[config.mk]
export PLATFORM = sky130hd
export DESIGN_NAME = port_a_low_pin_function_select
export DESIGN_NICKNAME = d
export VERILOG_FILES = /design/src/pkg/port_a_pkg.sv /design/src/pkg/pin_route_if.sv /design/src/rtl/pin_route.sv /design/src/rtl/port_a_low_pin_function_select.sv
export SDC_FILE = /design/constraint.sdc
export NUM_CORES = 1
export LEC_CHECK = 0
export CAP_MARGIN = 20
export CORE_ASPECT_RATIO = 1.2
export CORE_MARGIN = 4
export CORE_UTILIZATION = 40
export CTS_BUF_LIST = sky130_fd_sc_hd__clkbuf_4 sky130_fd_sc_hd__clkbuf_8
export CTS_CLUSTER_SIZE = 30
export DETAILED_ROUTE_END_ITERATION = 16
export DONT_BUFFER_PORTS = 1
export PLACE_DENSITY = 0.5
export SETUP_SLACK_MARGIN = 0.4
export SLEW_MARGIN = 20
export SYNTH_ARGS = -nofsm -noshare
export SYNTH_HDL_FRONTEND = slang
export SYNTH_SLANG_ARGS = --single-unit
export TNS_END_PERCENT = 50
[constraint.sdc]
create_clock -name clock -period 3 [get_ports clock]
set_input_delay 0.3 -clock clock [delete_from_list [all_inputs] [get_ports clock]]
set_output_delay 0.3 -clock clock [all_outputs]
set_load 0.02 [all_outputs]
[src/pkg/port_a_pkg.sv]
// constants and types shared by the port A low-pin function select block
package port_a_pkg;

  // ----------------------------------------------------------------------
  // register map (byte addresses on the 32-bit register bus)
  // ----------------------------------------------------------------------
  localparam logic [11:0] OFS_FUNC_SEL = 12'h000;  // port_a_function_select
  localparam logic [11:0] OFS_STATUS   = 12'h004;  // routing and mode readback
  localparam int          ADDR_W       = 12;

  // ----------------------------------------------------------------------
  // field layout and reset values
  // ----------------------------------------------------------------------
  localparam int          LOW_PINS        = 12;     // pins 11 down to 0
  localparam int          FUNC_SEL_W      = 16;     // full register width
  localparam logic [15:0] FUNC_SEL_RESET  = 16'h0000;
  localparam int          STATUS_MODE_LSB = 16;     // mode field in status word

  // ----------------------------------------------------------------------
  // bus responses
  // ----------------------------------------------------------------------
  localparam logic [1:0] RESP_OKAY   = 2'h0;
  localparam logic [1:0] RESP_SLVERR = 2'h2;

  // ----------------------------------------------------------------------
  // operating mode, fixed at boot from the mode straps
  // ----------------------------------------------------------------------
  localparam logic [1:0] STRAP_EXP_ROM_OFF = 2'h0;
  localparam logic [1:0] STRAP_EXP_ROM_ON  = 2'h1;
  localparam logic [1:0] STRAP_SINGLE      = 2'h2;

  typedef enum logic [1:0] {
    MODE_EXP_ROM_OFF,
    MODE_EXP_ROM_ON,
    MODE_SINGLE
  } mode_t;

endpackage

[src/pkg/pin_route_if.sv]
// signals between the register side and the per-pin routing logic
interface pin_route_if;
  logic [port_a_pkg::LOW_PINS-1:0] selNxt;    // function bits, value after this edge
  port_a_pkg::mode_t               modeNxt;   // operating mode after this edge
  logic [port_a_pkg::LOW_PINS-1:0] dirBits;   // direction bits for gpio use
  logic [port_a_pkg::LOW_PINS-1:0] addrLines; // external address lines
  logic [port_a_pkg::LOW_PINS-1:0] gpioData;  // gpio output data
  logic [port_a_pkg::LOW_PINS-1:0] padIn;     // pad input level
  logic [port_a_pkg::LOW_PINS-1:0] padOut;    // pad output level
  logic [port_a_pkg::LOW_PINS-1:0] padOe;     // pad output enable
  logic [port_a_pkg::LOW_PINS-1:0] gpioIn;    // sampled pad level
  logic [port_a_pkg::LOW_PINS-1:0] addrSel;   // pin currently drives address

  modport ctrl (output selNxt, output modeNxt, output dirBits, output addrLines,
                output gpioData, output padIn,
                input padOut, input padOe, input gpioIn, input addrSel);
  modport route (input selNxt, input modeNxt, input dirBits, input addrLines,
                 input gpioData, input padIn,
                 output padOut, output padOe, output gpioIn, output addrSel);
endinterface

[src/rtl/pin_route.sv]
// per-pin choice between address output and general-purpose i/o
module pin_route (
  input wire logic    clock,  // system clock
  input wire logic    rstn,   // power-on reset, active low
  pin_route_if.route  pr      // routing controls and pad signals
);

  logic [port_a_pkg::LOW_PINS-1:0] padOut_r;
  logic [port_a_pkg::LOW_PINS-1:0] padOut_nxt;
  logic [port_a_pkg::LOW_PINS-1:0] padOe_r;
  logic [port_a_pkg::LOW_PINS-1:0] padOe_nxt;
  logic [port_a_pkg::LOW_PINS-1:0] gpioIn_r;
  logic [port_a_pkg::LOW_PINS-1:0] addrSel_r;
  logic [port_a_pkg::LOW_PINS-1:0] addrSel_nxt;

  // ----------------------------------------------------------------------
  // routing, one cell per pin
  // ----------------------------------------------------------------------
  // built from the register's next value so the new routing is in place
  // on the very edge that completes the write
  genvar n;
  generate
    for (n = 0; n < port_a_pkg::LOW_PINS; n++) begin : g_pin
      always_comb begin
        unique case (pr.modeNxt)
          port_a_pkg::MODE_EXP_ROM_OFF: addrSel_nxt[n] = 1'b1;
          port_a_pkg::MODE_EXP_ROM_ON:  addrSel_nxt[n] = pr.selNxt[n];
          port_a_pkg::MODE_SINGLE:      addrSel_nxt[n] = 1'b0;
        endcase
        padOut_nxt[n] = addrSel_nxt[n] ? pr.addrLines[n] : pr.gpioData[n];
        padOe_nxt[n]  = addrSel_nxt[n] | pr.dirBits[n];
      end
    end
  endgenerate

  always_ff @(posedge clock or negedge rstn) begin
    if (!rstn) begin
      padOut_r  <= '0;
      padOe_r   <= '0;
      gpioIn_r  <= '0;
      addrSel_r <= '0;
    end else begin
      padOut_r  <= padOut_nxt;
      padOe_r   <= padOe_nxt;
      gpioIn_r  <= pr.padIn;
      addrSel_r <= addrSel_nxt;
    end
  end

  assign pr.padOut  = padOut_r;
  assign pr.padOe   = padOe_r;
  assign pr.gpioIn  = gpioIn_r;
  assign pr.addrSel = addrSel_r;

endmodule

[src/rtl/port_a_low_pin_function_select.sv]
// port A low-pin function select: register slave and boot mode capture

module port_a_low_pin_function_select (
  input  wire logic                                clock,        // 250 MHz system clock
  input  wire logic                                rstn,         // power-on reset, active low
  input  wire logic                                hwStandby,    // hardware standby, clears reg
  input  wire logic [1:0]                          modeStrap,    // boot mode straps
  // axi4-lite slave
  input  wire logic [port_a_pkg::ADDR_W-1:0]       s_axi_awaddr, // write address
  input  wire logic                                s_axi_awvalid,// write address valid
  output logic                                     s_axi_awready,// write address ready
  input  wire logic [31:0]                         s_axi_wdata,  // write data
  input  wire logic [3:0]                          s_axi_wstrb,  // byte strobes
  input  wire logic                                s_axi_wvalid, // write data valid
  output logic                                     s_axi_wready, // write data ready
  output logic [1:0]                               s_axi_bresp,  // write response
  output logic                                     s_axi_bvalid, // write response valid
  input  wire logic                                s_axi_bready, // write response ready
  input  wire logic [port_a_pkg::ADDR_W-1:0]       s_axi_araddr, // read address
  input  wire logic                                s_axi_arvalid,// read address valid
  output logic                                     s_axi_arready,// read address ready
  output logic [31:0]                              s_axi_rdata,  // read data
  output logic [1:0]                               s_axi_rresp,  // read response
  output logic                                     s_axi_rvalid, // read data valid
  input  wire logic                                s_axi_rready, // read data ready
  // pins and their sources
  input  wire logic [port_a_pkg::LOW_PINS-1:0]     portADirection,// direction bits, 1 = out
  input  wire logic [port_a_pkg::LOW_PINS-1:0]     extAddrLine,  // external address 11..0
  input  wire logic [port_a_pkg::LOW_PINS-1:0]     gpioLineOut,  // gpio output data 11..0
  input  wire logic [port_a_pkg::LOW_PINS-1:0]     padIn,        // pad input levels
  output logic      [port_a_pkg::LOW_PINS-1:0]     padOut,       // pad output levels
  output logic      [port_a_pkg::LOW_PINS-1:0]     padOe,        // pad output enables
  output logic      [port_a_pkg::LOW_PINS-1:0]     gpioLineIn,   // sampled gpio input
  output logic      [port_a_pkg::LOW_PINS-1:0]     addrSelected  // pin drives address
);

  // ----------------------------------------------------------------------
  // state
  // ----------------------------------------------------------------------
  logic [port_a_pkg::FUNC_SEL_W-1:0] funcSel_r;
  logic [port_a_pkg::FUNC_SEL_W-1:0] funcSel_nxt;
  port_a_pkg::mode_t                 mode_r;
  port_a_pkg::mode_t                 mode_nxt;
  logic                              modeTaken_r;
  logic                              modeTaken_nxt;

  logic                              awHeld_r;
  logic                              awHeld_nxt;
  logic [port_a_pkg::ADDR_W-1:0]     awAddr_r;
  logic [port_a_pkg::ADDR_W-1:0]     awAddr_nxt;
  logic                              wHeld_r;
  logic                              wHeld_nxt;
  logic [31:0]                       wData_r;
  logic [31:0]                       wData_nxt;
  logic [3:0]                        wStrb_r;
  logic [3:0]                        wStrb_nxt;
  logic                              bValid_r;
  logic                              bValid_nxt;
  logic [1:0]                        bResp_r;
  logic [1:0]                        bResp_nxt;
  logic                              rValid_r;
  logic                              rValid_nxt;
  logic [1:0]                        rResp_r;
  logic [1:0]                        rResp_nxt;
  logic [31:0]                       rData_r;
  logic [31:0]                       rData_nxt;
  logic                              awReady_r;
  logic                              awReady_nxt;
  logic                              wReady_r;
  logic                              wReady_nxt;
  logic                              arReady_r;
  logic                              arReady_nxt;

  logic                              doWrite;
  logic                              hitFuncSel;
  logic [31:0]                       statusWord;

  pin_route_if pr ();

  // ----------------------------------------------------------------------
  // boot mode capture
  // ----------------------------------------------------------------------
  // straps are caught on the first edge after reset release, never by
  // the asynchronous reset itself; the mode then stays fixed until reset
  always_comb begin
    mode_nxt      = mode_r;
    modeTaken_nxt = 1'b1;
    if (!modeTaken_r) begin
      unique case (modeStrap)
        port_a_pkg::STRAP_EXP_ROM_OFF: mode_nxt = port_a_pkg::MODE_EXP_ROM_OFF;
        port_a_pkg::STRAP_EXP_ROM_ON:  mode_nxt = port_a_pkg::MODE_EXP_ROM_ON;
        default:                       mode_nxt = port_a_pkg::MODE_SINGLE;
      endcase
    end
  end

  always_ff @(posedge clock or negedge rstn) begin
    if (!rstn) begin
      mode_r      <= port_a_pkg::MODE_SINGLE;
      modeTaken_r <= 1'b0;
    end else begin
      mode_r      <= mode_nxt;
      modeTaken_r <= modeTaken_nxt;
    end
  end

  // ----------------------------------------------------------------------
  // write channels: address and data accepted in either order
  // ----------------------------------------------------------------------
  assign doWrite    = awHeld_r && wHeld_r && !bValid_r;
  assign hitFuncSel = (awAddr_r[port_a_pkg::ADDR_W-1:2] == port_a_pkg::OFS_FUNC_SEL[11:2]);

  always_comb begin
    awHeld_nxt = awHeld_r;
    awAddr_nxt = awAddr_r;
    wHeld_nxt  = wHeld_r;
    wData_nxt  = wData_r;
    wStrb_nxt  = wStrb_r;
    bValid_nxt = bValid_r;
    bResp_nxt  = bResp_r;
    if (s_axi_awvalid && !awHeld_r) begin
      awHeld_nxt = 1'b1;
      awAddr_nxt = s_axi_awaddr;
    end
    if (s_axi_wvalid && !wHeld_r) begin
      wHeld_nxt = 1'b1;
      wData_nxt = s_axi_wdata;
      wStrb_nxt = s_axi_wstrb;
    end
    if (doWrite) begin
      awHeld_nxt = 1'b0;
      wHeld_nxt  = 1'b0;
      bValid_nxt = 1'b1;
      bResp_nxt  = hitFuncSel ? port_a_pkg::RESP_OKAY : port_a_pkg::RESP_SLVERR;
    end else if (bValid_r && s_axi_bready) begin
      bValid_nxt = 1'b0;
    end
    // ready kept in its own flop so the port has no gate in front of it
    awReady_nxt = !awHeld_nxt;
    wReady_nxt  = !wHeld_nxt;
  end

  // ----------------------------------------------------------------------
  // function select register
  // ----------------------------------------------------------------------
  // standby wins over a write in the same cycle: the port must come out
  // of standby in its reset routing
  always_comb begin
    funcSel_nxt = funcSel_r;
    if (hwStandby) begin
      funcSel_nxt = port_a_pkg::FUNC_SEL_RESET;
    end else if (doWrite && hitFuncSel) begin
      if (wStrb_r[0]) begin
        funcSel_nxt[7:0] = wData_r[7:0];
      end
      if (wStrb_r[1]) begin
        funcSel_nxt[15:8] = wData_r[15:8];
      end
    end
  end

  always_ff @(posedge clock or negedge rstn) begin
    if (!rstn) begin
      funcSel_r <= port_a_pkg::FUNC_SEL_RESET;
      awHeld_r  <= 1'b0;
      awAddr_r  <= '0;
      wHeld_r   <= 1'b0;
      wData_r   <= '0;
      wStrb_r   <= '0;
      bValid_r  <= 1'b0;
      bResp_r   <= port_a_pkg::RESP_OKAY;
      awReady_r <= 1'b1;
      wReady_r  <= 1'b1;
    end else begin
      funcSel_r <= funcSel_nxt;
      awHeld_r  <= awHeld_nxt;
      awAddr_r  <= awAddr_nxt;
      wHeld_r   <= wHeld_nxt;
      wData_r   <= wData_nxt;
      wStrb_r   <= wStrb_nxt;
      bValid_r  <= bValid_nxt;
      bResp_r   <= bResp_nxt;
      awReady_r <= awReady_nxt;
      wReady_r  <= wReady_nxt;
    end
  end

  // ----------------------------------------------------------------------
  // read channel: answer one cycle after the address is taken
  // ----------------------------------------------------------------------
  always_comb begin
    statusWord = '0;
    statusWord[port_a_pkg::LOW_PINS-1:0] = pr.addrSel;
    statusWord[port_a_pkg::STATUS_MODE_LSB +: 2] = mode_r;
  end

  always_comb begin
    rValid_nxt = rValid_r;
    rResp_nxt  = rResp_r;
    rData_nxt  = rData_r;
    if (!rValid_r && s_axi_arvalid) begin
      rValid_nxt = 1'b1;
      rResp_nxt  = port_a_pkg::RESP_OKAY;
      if (s_axi_araddr[port_a_pkg::ADDR_W-1:2] == port_a_pkg::OFS_FUNC_SEL[11:2]) begin
        rData_nxt = {16'h0000, funcSel_r};
      end else if (s_axi_araddr[port_a_pkg::ADDR_W-1:2] == port_a_pkg::OFS_STATUS[11:2]) begin
        rData_nxt = statusWord;
      end else begin
        rData_nxt = 32'h0000_0000;
        rResp_nxt = port_a_pkg::RESP_SLVERR;
      end
    end else if (rValid_r && s_axi_rready) begin
      rValid_nxt = 1'b0;
    end
    arReady_nxt = !rValid_nxt;
  end

  always_ff @(posedge clock or negedge rstn) begin
    if (!rstn) begin
      rValid_r <= 1'b0;
      rResp_r  <= port_a_pkg::RESP_OKAY;
      rData_r  <= '0;
      arReady_r <= 1'b1;
    end else begin
      rValid_r <= rValid_nxt;
      rResp_r  <= rResp_nxt;
      rData_r  <= rData_nxt;
      arReady_r <= arReady_nxt;
    end
  end

  // ----------------------------------------------------------------------
  // pin routing
  // ----------------------------------------------------------------------
  assign pr.selNxt    = funcSel_nxt[port_a_pkg::LOW_PINS-1:0];
  assign pr.modeNxt   = mode_nxt;
  assign pr.dirBits   = portADirection;
  assign pr.addrLines = extAddrLine;
  assign pr.gpioData  = gpioLineOut;
  assign pr.padIn     = padIn;

  pin_route u_route (
    .clock (clock),
    .rstn  (rstn),
    .pr    (pr.route)
  );

  // ----------------------------------------------------------------------
  // outputs, all from flip-flops
  // ----------------------------------------------------------------------
  assign s_axi_awready = awReady_r;
  assign s_axi_wready  = wReady_r;
  assign s_axi_bvalid  = bValid_r;
  assign s_axi_bresp   = bResp_r;
  assign s_axi_arready = arReady_r;
  assign s_axi_rvalid  = rValid_r;
  assign s_axi_rresp   = rResp_r;
  assign s_axi_rdata   = rData_r;
  assign padOut        = pr.padOut;
  assign padOe         = pr.padOe;
  assign gpioLineIn    = pr.gpioIn;
  assign addrSelected  = pr.addrSel;

endmodule

==> flow_summary.ini <==
[global_route]
vias_in_the_first_global_route = 2988
gr-usage-all-layers_pct = 16.2
maximum_number_of_pins_on_one_net_before_global_route_repair = 123
grt_antenna_before_repair = 0
grt_pass1_wl_um = 16400
grt-ovfl-total = 0

[yosys]
synthCells = 332
synthesis.area_um2 = 4620
synth.distinct_cells = 30
syn-mean-instance-area_um2 = 13.9
ys_seq_area_share_pct = 66.1
ys.warnings.count = 0
synth-seq-cells = 122

[critical_path]
rr_endpoint = u_route.pr.padOut[8]
worst_setup_path_start_kind = register
worst_r2r_path_depth = 5
flop_to_flop_setup_slack_ps = 500
regToRegStartpoint = awAddr_r[3]
worstPathRequired_ps = 3300
worstPathCellList = or4_4 > nor4_4 > mux2i_1 > o21ai_2 > mux2_1
worst_setup_path_end_kind = register
worst_path_largest_cell_delay_ps = 630
critPathKind = reg -> reg
crit_arrival_ps = 2810
timing.critical_path.slowest_stage_cell = nor4_4
worst-path-max-fanout = 5

[final_layout]
nets = 543
area_growth_pct = 30.1
antennaDiodeCount = 0
post_route_cells_drive_above_1_share_pct = 20.8
fin_cells = 592
layout.core_utilization_pct = 53.8

[pwr]
max-vdd-ir-drop_uv = 380
power.leakage_nw = 2.62
p_int_mw = 3.31
combinational_cell_fraction_of_total_power_pct = 13.4
switching_share_pct = 25.9
power_switching_mw = 1.15
power_density_nw_per_um2 = 741
clkPwrFrac_pct = 36.0
share_seq_of_total_power_pct = 50.6

[clock_tree]
clk_pin_slew_ps = 70
clkSinkCount = 122
tritoncts = built
clockRootBuffer = clkbuf_8
insertion_delay_ps = 420
cts_made_buffers = 17
clock_path_buffers = 2
cts_resized = 0
htree_num_levels = 4
cts_setup_buffers = 0

[route]
finalWirelength_um = 10300
route.antenna.remaining_nets = 0
avgRoutedWirePerCell_um = 17.4
route.vias.total = 2780
route.detailed.vias_per_inst = 4.70
drcViolationCount = 0
drt-pass1-iter-count = 4
first_iter_violations = 97

[place]
gp_routability_congestion = 0.756
hpwl_um = 6620
placed_cells = 479
port_buffers = 0
preCtsSetupSlack_ps = 463

[sta]
slew_at_the_pin_closest_to_its_max_slew_limit_ps = 851
finClkSkew_ps = 12.3
unrepaired_setup_endpoints_after_global_routing = true
worst_hold_slack_ps = -433
finalWorstPathRequiredPeriod_ps = 2500
postLayoutSetupSlackWorst_ps = 498
finalSetupViolations = 0
hold_violations = 122
fmax_mhz = 400
report.final.slew_viol_count = 0
timing.max_slew.rel_slack_pct = 43.2
final_critical_path_share_of_the_clock_period_pct = 83.4
tns_ps = 0

[die]
start_util_pct = 41.3
placement_rows = 42
core_area_um2 = 11200
die_width_um = 106
pin_count = 207
die_h_um = 126
dieArea_um2 = 13400

[outcome]
violations = hold timing
run_status = finished, violations left

[job]
max_capacitance_violation_count = 0

[min_path]
worstHoldPathType = in -> async
-- layout by cell type, fill, tap and decap left out, types with 3 or more instances in the layout --
cell type / netlist / layout
buf_4: 16 / 6
bufinv_16: 0 / 4
dlygate4sd3_1: 0 / 81
nor3_1: 3 / 3
dfrtp_1: 118 / 118
mux2i_1: 28 / 28
inv_1: 7 / 7
nor2_1: 20 / 20
mux2_1: 12 / 12
or2_1: 12 / 12
mux2_2: 28 / 28
dfstp_2: 4 / 4
o21ai_2: 12 / 12
clkbuf_8: 0 / 19
nand2_1: 16 / 16
clkbuf_4: 0 / 5
clkinv_2: 0 / 3
a22o_1: 4 / 4
o21ai_0: 18 / 18
conb_1: 2 / 17
-- synth_stat cells --
library cell | instances | share of area (%)
dfrtp_1 | 118 | 64
mux2_2 | 28 | 6.8
mux2i_1 | 28 | 6.1
nor2_1 | 20 | 1.6
o21ai_0 | 18 | 1.9
buf_4 | 16 | 2.6
nand2_1 | 16 | 1.3
mux2_1 | 12 | 2.9
o21ai_2 | 12 | 2.3
or2_1 | 12 | 1.6
clkbuf_1 | 9 | 0.73
inv_1 | 7 | 0.57
a22o_1 | 4 | 0.76
dfstp_2 | 4 | 2.3
nor2b_1 | 3 | 0.41
nor3_1 | 3 | 0.32
a21oi_1 | 2 | 0.22
a32o_1 | 2 | 0.43
buf_1 | 2 | 0.16
conb_1 | 2 | 0.16
nor4_1 | 2 | 0.27
nor4_4 | 2 | 0.92
or3b_2 | 2 | 0.38
or4_4 | 2 | 0.49
clkbuf_2 | 1 | 0.11
nand2b_1 | 1 | 0.14
nand3_1 | 1 | 0.11
nand3b_1 | 1 | 0.16
o221ai_1 | 1 | 0.19
xnor2_1 | 1 | 0.19
-- sequential cells by signal (all words and copies together) (netlist names), 2 cells and up --
signal	count
funcSel_r	16
u_route.pr.padOe	12
wData_r	16
u_route.pr.padOut	12
mode_r	2
awAddr_r	10
wStrb_r	2
s_axi_rdata	18
u_route.pr.addrSel	12
u_route.pr.gpioIn	12
-- power by group through the flow --
stage	clock, mW	sequential (mW)	combinational [mW]
detailed placement	0	2.29	0.519
CTS	1.65	2.26	0.600
finish	1.61	2.26	0.597
floorplan	0	2.23	0.466
global route	1.73	2.30	0.661
global placement	0	2.29	0.506
-- per-layer routing --
| metal | wire length [um] | GRT usage [%] |
|---|---|---|
| met1 | 3930 | 18.4 |
| met2 | 5320 | 27.1 |
| met3 | 921 | 7.22 |
| met4 | 112 | 5.49 |
| met5 | 0 | 0 |
-- timing repair --
| action | 4_1_cts | 5_1_grt |
|---|---|---|
| hold endpoints to repair | 199 | 129 |
| endpoints found under the setup margin | 0 | 4 |
| hold buffers | 74 | 7 |
-- cell type report --
cell class              instances  area, um^2
fillers                       921        5180
flip-flops and latches        122        3060
multi-input cells             190        1440
repair buffers                 87         856
clock buffers                  24         299
well taps                     154         193
clock inverters                 8         143
inverters                       7        26.3
-- through the flow --
| stage | power [mW] | area (um^2) |
|---|---|---|
| after floorplan | 2.70 | 4680 |
| after global placement | 2.79 | 4760 |
| after detailed placement | 2.81 | 4760 |
| after CTS | 4.52 | 5950 |
| after global routing | 4.69 | 6020 |
| final | 4.46 | 6020 |
-- worst max path at each step --
stage | startpoint | endpoint
finish | awAddr_r[3] | u_route.pr.padOut[8]
CTS | awAddr_r[2] | u_route.pr.padOut[8]
floorplan | awAddr_r[2] | u_route.pr.padOut[8]
detailed placement | awAddr_r[2] | u_route.pr.padOut[8]
global placement | awAddr_r[2] | u_route.pr.padOut[10]
global route | awAddr_r[3] | u_route.pr.padOut[8]
-- critical path, delay by kind of cell (launching register included) --
kind / cells / cell delay (ps)
AND/OR/NAND/NOR: 2 / 1210
multiplexers: 2 / 550
flip-flops: 1 / 390
AO/OA/AOI/OAI: 1 / 230
-- cell families (layout without fill, tap and decap cells) --
| kind of cell | Yosys count | count (layout) | synth area share, % |
|---|---|---|---|
| AO/OA/AOI/OAI | 39 | 39 | 5.82 |
| XOR/XNOR | 1 | 1 | 0.189 |
| buffers and inverters | 35 | 126 | 4.17 |
| flip-flops | 122 | 122 | 66.1 |
| multiplexers | 68 | 68 | 15.8 |
| other | 2 | 17 | 0.162 |
| AND/OR/NAND/NOR | 65 | 65 | 7.74 |
No activity file was read; power rests on OpenSTA's default activity.
